### src/rtl/cc_pkg.sv
// Constants, field positions and carrier types of the converter control register bank
package cc_pkg;
  // Register addresses
  localparam logic [3:0] A_CONFIG = 4'h0;
  localparam logic [3:0] A_RESERVED_ONE = 4'h1;
  localparam logic [3:0] A_FIRST_OFFSET = 4'h2;
  localparam logic [3:0] A_FIRST_FULL_SCALE = 4'h3;
  localparam logic [3:0] A_CAL_ADJUST = 4'h4;
  localparam logic [3:0] A_CAL_VALUES = 4'h5;
  localparam logic [3:0] A_BIAS = 4'h6;
  localparam logic [3:0] A_DUAL_EDGE_TIMING = 4'h7;
  localparam logic [3:0] A_RESERVED_EIGHT = 4'h8;
  localparam logic [3:0] A_RESERVED_NINE = 4'h9;
  localparam logic [3:0] A_SECOND_OFFSET = 4'ha;
  localparam logic [3:0] A_SECOND_FULL_SCALE = 4'hb;
  localparam logic [3:0] A_APERTURE_COARSE = 4'hc;
  localparam logic [3:0] A_APERTURE_FINE = 4'hd;
  localparam logic [3:0] A_AUTO_SYNC = 4'he;
  localparam logic [3:0] A_RESERVED_FIFTEEN = 4'hf;
  // Reset values
  localparam logic [15:0] CONFIG_RST = 16'h2000;
  localparam logic [15:0] REG_RST = 16'h0000;
  // Fields of main_configuration
  localparam int CAL_BIT = 15;
  localparam int PHASE_BIT = 14;
  localparam int LEVEL_BIT = 13;
  localparam int SDR_BIT = 2;
  // Serial frame: 8 header bits then 16 data bits, most significant first
  localparam logic [4:0] HDR_BITS = 5'h08;
  localparam logic [4:0] FRAME_BITS = 5'h18;
  // Input synchroniser reset image: select idles high
  localparam logic [6:0] SYNC_RST = 7'h20;

  typedef struct packed {
    logic read;
    logic [2:0] pad;
    logic [3:0] addr;
  } cc_hdr_t;

  typedef struct packed {
    logic cal_start;
    logic phase_sel;
    logic level_sel;
    logic [15:0] bias;
  } cc_apply_t;

  typedef enum logic [1:0] {
    CC_IDLE = 2'b00,
    CC_HDR = 2'b01,
    CC_DATA = 2'b10,
    CC_DONE = 2'b11
  } cc_state_t;
endpackage

### src/rtl/cc_register_bank.sv
// Serial-access control register bank of the converter, with calibration trigger
//
// Behaviour
// [RL1] Register contents act only in extended control mode; pin mode ignores them.
// [RL2] Host writes 1C0Eh to bias register 6h above 1.6 GHz clock.
// [RL3] Four-bit address selects one of twelve registers; four addresses reserved.
// [RL4] Reset loads main configuration with 2000h, only output level bit set.
// [RL5] Writing calibration bit to one starts a calibration.
// [RL6] Hardware never clears the calibration bit after calibration.
// [RL7] Host writes bit zero then one to request another calibration.
// [RL8] Calibration request is calibration bit OR calibration pin.
// [RL9] Host keeps bit and pin low before raising either one.
// [RL10] In DDR mode bit 14 picks 0 or 90 degree data-to-clock phase.
// [RL11] Host always writes zero to reserved bit 9.
// [RL12] Writes to reserved addresses 1h, 8h, 9h, Fh change nothing.
`timescale 1ns/1ps
module cc_register_bank (
  // Clock and reset
  input wire logic clock,
  input wire logic sys_rst,
  // Serial register port
  input wire logic serial_clk,
  input wire logic serial_sel_n,
  input wire logic serial_in,
  output logic serial_out,
  output logic serial_out_oe,
  // Mode and control pins
  input wire logic extended_control_mode,
  input wire logic cal_pin,
  input wire logic pin_level_select,
  input wire logic pin_phase_select,
  // Settings applied to the converter
  output cc_pkg::cc_apply_t apply
);

  function automatic logic is_reserved(input logic [3:0] a);
    is_reserved = (a == cc_pkg::A_RESERVED_ONE) || (a == cc_pkg::A_RESERVED_EIGHT) ||
                  (a == cc_pkg::A_RESERVED_NINE) || (a == cc_pkg::A_RESERVED_FIFTEEN);
  endfunction

  ////////////////////////////////////////////////////////////////////////////////
  // Input synchronisers

  logic [6:0] sync1;
  logic [6:0] sync2;
  logic sclk_d;
  logic sclk_s, sel_n_s, sdi_s, ecm_s, cal_pin_s, pin_level_s, pin_phase_s;
  logic clk_rise, clk_fall;

  always_ff @(posedge clock or posedge sys_rst) begin
    if (sys_rst) begin
      sync1 <= cc_pkg::SYNC_RST;
      sync2 <= cc_pkg::SYNC_RST;
      sclk_d <= 1'b0;
    end else begin
      sync1 <= {serial_clk, serial_sel_n, serial_in, extended_control_mode, cal_pin,
                pin_level_select, pin_phase_select};
      sync2 <= sync1;
      sclk_d <= sync2[6];
    end
  end

  assign {sclk_s, sel_n_s, sdi_s, ecm_s, cal_pin_s, pin_level_s, pin_phase_s} = sync2;
  assign clk_rise = sclk_s & ~sclk_d;
  assign clk_fall = ~sclk_s & sclk_d;

  ////////////////////////////////////////////////////////////////////////////////
  // Serial frame receiver

  cc_pkg::cc_state_t state;
  logic [4:0] bit_cnt;
  logic [15:0] shift_in;
  cc_pkg::cc_hdr_t hdr;
  cc_pkg::cc_hdr_t hdr_next;
  logic [15:0] wr_data;
  logic hdr_done;
  logic wr_commit;

  assign hdr_next = cc_pkg::cc_hdr_t'({shift_in[6:0], sdi_s});
  assign wr_data = {shift_in[14:0], sdi_s};
  assign hdr_done = (state == cc_pkg::CC_HDR) && clk_rise && !sel_n_s &&
                    (bit_cnt == cc_pkg::HDR_BITS - 5'h01);
  assign wr_commit = (state == cc_pkg::CC_DATA) && clk_rise && !sel_n_s && !hdr.read &&
                     (bit_cnt == cc_pkg::FRAME_BITS - 5'h01);

  always_ff @(posedge clock or posedge sys_rst) begin
    if (sys_rst) begin
      state <= cc_pkg::CC_IDLE;
      bit_cnt <= 5'h00;
      shift_in <= 16'h0000;
      hdr <= '0;
    end else begin
      case (state)
        cc_pkg::CC_IDLE: begin
          bit_cnt <= 5'h00;
          if (!sel_n_s) begin
            state <= cc_pkg::CC_HDR;
          end
        end
        cc_pkg::CC_HDR, cc_pkg::CC_DATA: begin
          if (sel_n_s) begin
            // A frame cut short is dropped with no write
            state <= cc_pkg::CC_IDLE;
          end else if (clk_rise) begin
            shift_in <= wr_data;
            bit_cnt <= bit_cnt + 5'h01;
            if (hdr_done) begin
              hdr <= hdr_next;
              state <= cc_pkg::CC_DATA;
            end else if (bit_cnt == cc_pkg::FRAME_BITS - 5'h01) begin
              state <= cc_pkg::CC_DONE;
            end
          end
        end
        default: begin
          // Extra clocks after the data word are ignored until deselect
          if (sel_n_s) begin
            state <= cc_pkg::CC_IDLE;
          end
        end
      endcase
    end
  end

  ////////////////////////////////////////////////////////////////////////////////
  // Register file

  logic [15:0][15:0] regs;

  always_ff @(posedge clock or posedge sys_rst) begin
    if (sys_rst) begin
      regs <= '0;
      regs[cc_pkg::A_CONFIG] <= cc_pkg::CONFIG_RST; // RL4
    end else if (wr_commit && !is_reserved(hdr.addr)) begin // RL12
      // Besides reset, only a host write touches the calibration bit; calibration never clears it
      regs[hdr.addr] <= wr_data; // RL3 RL6
    end
  end

  ////////////////////////////////////////////////////////////////////////////////
  // Read path: data leaves on falling serial clock so the host samples it on rising

  logic [15:0] rd_shift;

  always_ff @(posedge clock or posedge sys_rst) begin
    if (sys_rst) begin
      rd_shift <= 16'h0000;
      serial_out <= 1'b0;
      serial_out_oe <= 1'b0;
    end else begin
      serial_out_oe <= !sel_n_s && hdr.read &&
                       (state == cc_pkg::CC_DATA || state == cc_pkg::CC_DONE);
      if (hdr_done) begin
        rd_shift <= is_reserved(hdr_next.addr) ? cc_pkg::REG_RST : regs[hdr_next.addr]; // RL3
      end else if (state == cc_pkg::CC_DATA && hdr.read && clk_fall) begin
        serial_out <= rd_shift[15];
        rd_shift <= {rd_shift[14:0], 1'b0};
      end
    end
  end

  ////////////////////////////////////////////////////////////////////////////////
  // Calibration request and applied settings

  logic cal_req;
  logic cal_req_q;

  assign cal_req = (ecm_s & regs[cc_pkg::A_CONFIG][cc_pkg::CAL_BIT]) | cal_pin_s; // RL8 RL1

  always_ff @(posedge clock or posedge sys_rst) begin
    if (sys_rst) begin
      cal_req_q <= 1'b0;
      apply <= '0;
    end else begin
      cal_req_q <= cal_req;
      // Only a rising request starts a calibration; a level held high does not repeat
      apply.cal_start <= cal_req & ~cal_req_q; // RL5 RL8
      if (ecm_s) begin
        apply.phase_sel <= regs[cc_pkg::A_CONFIG][cc_pkg::PHASE_BIT] &
                           ~regs[cc_pkg::A_CONFIG][cc_pkg::SDR_BIT]; // RL10
        apply.level_sel <= regs[cc_pkg::A_CONFIG][cc_pkg::LEVEL_BIT];
        apply.bias <= regs[cc_pkg::A_BIAS];
      end else begin
        apply.phase_sel <= pin_phase_s; // RL1
        apply.level_sel <= pin_level_s;
        apply.bias <= cc_pkg::REG_RST;
      end
    end
  end

  ////////////////////////////////////////////////////////////////////////////////
  // Assertions

  logic first_cycle;

  always_ff @(posedge clock or posedge sys_rst) begin
    if (sys_rst) begin
      first_cycle <= 1'b1;
    end else begin
      first_cycle <= 1'b0;
    end
  end
endmodule

### config.mk
export PLATFORM = sky130hd
export DESIGN_NAME = cc_register_bank
export DESIGN_NICKNAME = d
export VERILOG_FILES = /design/src/rtl/cc_pkg.sv /design/src/rtl/cc_register_bank.sv
export SDC_FILE = /design/constraint.sdc
export NUM_CORES = 1
export LEC_CHECK = 0
export BUFFER_PORTS_ARGS = -buffer_cell sky130_fd_sc_hd__buf_2
export CAP_MARGIN = 20
export CORE_MARGIN = 2
export CORE_UTILIZATION = 60
export DETAILED_ROUTE_END_ITERATION = 7
export PLACE_DENSITY_LB_ADDON = 0.05
export SLEW_MARGIN = 10
export SYNTH_ARGS = -nofsm -noshare
export SYNTH_HDL_FRONTEND = slang
export SYNTH_SLANG_ARGS = --single-unit
export TNS_END_PERCENT = 20
### constraint.sdc
create_clock -name clock -period 20.4 [get_ports clock]
set_input_delay 4.08 -clock clock [delete_from_list [all_inputs] [get_ports clock]]
set_output_delay 4.08 -clock clock [all_outputs]
set_load 0.02 [all_outputs]
-- Word level (Yosys, flattened, before mapping)
Cells that the tools add are included.
- register bits after elaboration: 336
- bits in latches: 0
- memory bits (writable): 0
- bits in read-only memories: 0
- word-level logic and storage cells: 118
- memories: 0
- add/sub/neg operators: 1
- $mul: 0
- divide/modulo/power cells: 0
- $lt $le $gt $ge: 3
- equality and inequality tests: 18
- shifts and indexed selects: 0
- multiplexer cells: 19
- bitwise logic cells: 12
- reduce and logical (&&, ||, !) cells: 33
- operators by type and width (kind ; number):
    bitwise mux 256 bit ; 1
    two-way mux 16 bit ; 5
    binary-select mux 16 bit (select 4 bit) ; 1
    demux 16 bit (select 4 bit) ; 1
    equality test 4 bit (second input constant) ; 6
    two-way mux 18 bit ; 1
    logical AND 1 bit ; 13
    two-way mux 2 bit ; 6
    less-than comparator 4 x 5 -> 1 bit (second input constant) ; 2
    two-way mux 5 bit ; 2
    one-hot mux 5 bit (2 select lines) ; 1
    equality test 4 x 1 -> 1 bit (second input constant) ; 2
    AND reduction 4 bit ; 2
    logical OR 1 bit ; 7
    != test 2 bit (second input constant) ; 3
    inverter 1 bit ; 6
    AND reduction 3 bit ; 2
    adder 5 x 1 -> 5 bit (second input constant) ; 1
    bitwise AND 1 bit ; 5
    equality test 5 x 3 -> 1 bit (second input constant) ; 1
    equality test 5 bit (second input constant) ; 1
    equality test 2 bit (second input constant) ; 2
    greater-or-equal comparator 4 x 1 -> 1 bit (second input constant) ; 1
    != test 4 bit (second input constant) ; 1
    other kinds (10) ; 13

-- Depth between registers and ports, before layout
- depth in word-level cells: 9
- mapped depth: 8
- gate-level depth less buffers: 6

-- Worst setup path before layout
OpenSTA, ideal clock, no wires.
- path type: register to output
- from: reg serial_out
- to: out serial_out
- arrival: 0.423 ns
- data required time: 16.320 ns
- path slack: 15.897 ns
- cell stages (with the launch flop): 1
- buffers on the path: 0
- path through: dfrtp_1
- RTL lines (item ; RTL line ; text):
    start: declaration ; cc_register_bank.sv:25 ; output logic serial_out,
    start signal: assignment ; cc_register_bank.sv:156 ; serial_out <= rd_shift[15];
No word-level cell between the ends.

==> tab_implementation.tex <==
\begin{tabular}{lr}
\hline
Metric & Value \\
\hline
\multicolumn{2}{l}{\textbf{Pwr}} \\
Psw & $\sim$370 uW \\
Worst VDD drop & about 0.089 mV \\
Power share of the sequential group & between 40\% and 50\% \\
Combinational power share & about 8.8\% \\
Clock power share & between 40\% and 50\% \\
Power density normalized to cell area & approximately 95 nW/um2 \\
Sw Ratio & between 20\% and 30\% \\
Leakage Power & a little under 8 nW \\
Internal power of the cells & approximately 1.1 mW \\
\multicolumn{2}{l}{\textbf{Flow run}} \\
Max-Cap Viols & 0 \\
\multicolumn{2}{l}{\textbf{Placement}} \\
DP HPWL & 16170 um \\
Port Buf Inserts & 29 \\
Placed Area & 14430 um2 \\
Placer congestion estimate & $\sim$0.78 \\
\multicolumn{2}{l}{\textbf{Clock tree}} \\
Cells resized by post-CTS repair & 0 \\
Number of hold-repair buffers added at the cts stage & 0 \\
Total setup buffers inserted after CTS & 0 \\
Clock transition at the registers of the reported paths & about 0.06 ns \\
Clock sink count & between 300 and 400 \\
Root buffer cell & clkbuf\_16 \\
CTS H-Tree Depth & 2 \\
Worst-case clock buffer depth & 3 \\
Clock tree from TritonCTS & yes \\
Clk\_lat worst skew & between 0.5 and 0.6 ns \\
Clock buffers created by TritonCTS & 35 \\
\multicolumn{2}{l}{\textbf{Synth}} \\
Most instantiated flip-flop cell in the synthesis netlist & dfrtp\_1 \\
Post-synth net total & about 970 \\
Mean instance size in the synthesized netlist & approximately 15 um2 \\
Synthesized flop and latch total & 336 \\
Warnings, synthesis & 0 \\
Library cells used by synthesis & 47 \\
Number of enable flip-flop cells after synthesis & 0 \\
Synthesized instance count & between 900 and 1k \\
Share of synthesized area occupied by flip-flops and latches & between 50\% and 60\% \\
Async set-or-reset flop fraction in the synthesized netlist & 100.0\% \\
Post-synth design cell area & between 10000 and 15000 um2 \\
\multicolumn{2}{l}{\textbf{GRT}} \\
Total Routing Usage GR & between 20\% and 30\% \\
Via count of the first global-routing pass & between 7k and 8k \\
Total grt overflow & 0 \\
Global-route wire length before repair & approximately 45000 um \\
Largest net degree at the start of global routing & around 200 \\
Antenna violations before repair & 0 \\
\multicolumn{2}{l}{\textbf{Timing}} \\
Crit share post-route & 26.76\% \\
Fin. Hold Viols & 0 \\
Setup repair after global routing missed its margin & false \\
Post-route clock skew & roughly 0.015 ns \\
Slew Limit Headroom & 23.02\% \\
Min Tclk post-route & 5.459 ns \\
\# setup viols final & 0 \\
Transition time at the pin with the least slew margin & 1.152 ns \\
Setup tns final & 0 ns \\
Final-report max-slew violation count & 0 \\
Highest achievable clock rate & 0.1832 GHz \\
Post-route worst hold slack & roughly 0.35 ns \\
\multicolumn{2}{l}{\textbf{Layout}} \\
Post-layout nets & around 900 \\
Total non-filler cell area in the finished layout & around 16000 um2 \\
Diode insertion count for antenna repair & 0 \\
Share of layout cells above drive strength 1 & 41.09\% \\
Area growth syn-to-layout & 9.084\% \\
\multicolumn{2}{l}{\textbf{Worst setup path}} \\
Launch point of the critical path & sys\_rst \\
Endpoint class of the critical path & async pin \\
Crit Path Category & in -> async \\
Critical path destination & shift\_in[0] \\
R2R depth & 5 \\
Required time at the worst-slack endpoint & between 20 and 25 ns \\
Largest fanout of any net on the critical path & 194 \\
Startpoint of the worst-slack reg-to-reg timing path & sync2[4] \\
Reg-to-Reg End & rd\_shift[0] \\
Data arrival at the endpoint of the critical path & 5.81 ns \\
Nature of the critical path startpoint & input port \\
Worst-case register-to-register setup slack & around 17 ns \\
\multicolumn{2}{l}{\textbf{Routing}} \\
Via count & 7327 \\
Final routed wirelength across all metal layers & approximately 28000 um \\
Number of nets with antenna violations after detailed routing & 0 \\
Average routed wire per standard cell & between 20 and 25 um \\
Drt first-iter violations & just under 400 \\
Drt pass-1 iters & 7 \\
Vias per cell & around 5.9 \\
Number of remaining DRC errors & 0 \\
\multicolumn{2}{l}{\textbf{Outcome}} \\
Result of the run & finished clean \\
\multicolumn{2}{l}{\textbf{Die}} \\
Chip Width & approximately 160 um \\
Floorplan core area & between 20000 and 25000 um2 \\
Initial Utilization & 60.97\% \\
Die area & around 25000 um2 \\
Die extent in y & approximately 160 um \\
Number of rows in the core area & between 50 and 60 \\
I/O pin total & 30 \\
\multicolumn{2}{l}{\textbf{Hold path}} \\
HP Class & reg -> reg \\
\hline
\end{tabular}
-- state kept, by name, indices dropped and copies added, names as in the netlist --
name	cells
apply	19
bit_cnt	5
cal_req_q	1
hdr	5
rd_shift	16
regs	256
sclk_d	1
serial_out	1
serial_out_oe	1
shift_in	15
state	2
sync1	7
sync2	7
-- Yosys cell counts (2+ instances only) --
cell type  number  share of area [%]
mux4_2         64                 10
clkbuf_1      104                2.7
nor2b_1         4               0.18
buf_2          18               0.63
mux2_2        204                 16
nand3_2         3               0.21
buf_1           3              0.079
o2111ai_1       2               0.12
nand2b_1        4               0.18
dfrtp_1       333                 58
and3b_1         2               0.12
nand2_1        54                1.4
and2_1         16               0.70
and3_1          4               0.18
dfstp_2         3               0.55
a21o_1          2               0.11
nand4_1         3               0.13
xor2_1          3               0.18
o2bb2ai_1      13               0.80
inv_1           7               0.18
nor2_1          7               0.18
o21ai_0         5               0.18
nand4_4         3               0.45
nand3b_1        3               0.16
ha_1            5               0.44
mux2i_1        57                4.0
buf_4           5               0.26
-- stage by stage --
stage / total power [mW] / utilization (%) / worst slack [ns] / cells
floorplan: 0.8200 / - / 7.015 / 951
global placement: 0.8601 / 61.53 / 14.46 / 1179
detailed placement: 0.8633 / 61.64 / 14.37 / 1180
CTS: 1.491 / 66.51 / 14.89 / 1239
global route: 1.533 / 66.51 / 14.60 / 1239
finish: 1.475 / 66.51 / 14.94 / 1239
-- per-layer routing --
| layer | global-route usage (%) | routed length, um | vias up | share of wire (%) |
|---|---|---|---|---|
| met3 | 3.367 | 858 | 49 | 3.0 |
| met4 | 7.508 | 710 | 0 | 2.5 |
| met1 | 36.05 | 13320 | 3898 | 47 |
| met5 | 0 | 0 | - | 0 |
| li1 | - | - | 3258 | - |
| met2 | 38.05 | 13420 | 122 | 47 |
-- worst max-delay path, cell delays in order --
cell and delay (ns):
buf_2 0.13, inv_8 0.62, buf_12 0.77
-- final cells by class --
type                       instances  area [um2]
inverter                           7       33.78
clock buffer                      55        1094
sequential                       336        8421
timing repair buffer              41       267.8
multi-input combinational        477        5305
tap                              319       399.1
fill                            1651        7838
clock inverter                     4       45.04
-- how the worst min path moves through the flow --
stage / start / endpoint / cells past startpoint
floorplan: sync1[0] / sync2[0] / 0
global placement: sync1[0] / sync2[0] / 0
detailed placement: sync1[0] / sync2[0] / 0
CTS: sync1[0] / sync2[0] / 0
global route: sync1[0] / sync2[0] / 0
finish: sync1[0] / sync2[0] / 0
-- logic make-up (layout without fill, tap and decap cells) --
logic type,Yosys count,in the layout,synth area share [%]
flip-flops,336,336,58.95
multiplexers,325,325,30.20
buffers and inverters,138,107,3.972
AND/OR/NAND/NOR,115,115,4.656
AO/OA/AOI/OAI,29,29,1.596
adder cells (fa/ha/maj),5,5,0.4384
XOR/XNOR,3,3,0.1842
-- power by group through the flow --
stage	Clock [mW]	Combinational, mW	Sequential, mW
2_1_floorplan	0	0.123	0.697
3_3_place_gp	0	0.128	0.732
3_5_place_dp	0	0.130	0.733
6_report	0.624	0.129	0.721
5_1_grt	0.669	0.140	0.725
4_1_cts	0.639	0.130	0.721
-- cells in the final DEF, fill, tap and decap left out, types with 10 or more instances in the layout --
master,instances
dfrtp_1,330
mux2_2,204
mux4_2,64
mux2i_1,57
nand2_1,54
clkbuf_16,37
buf_2,29
and2_1,16
o2bb2ai_1,13
clkbuf_8,10
buf_4,10
Note: power is estimated with default switching activity, not from simulation.
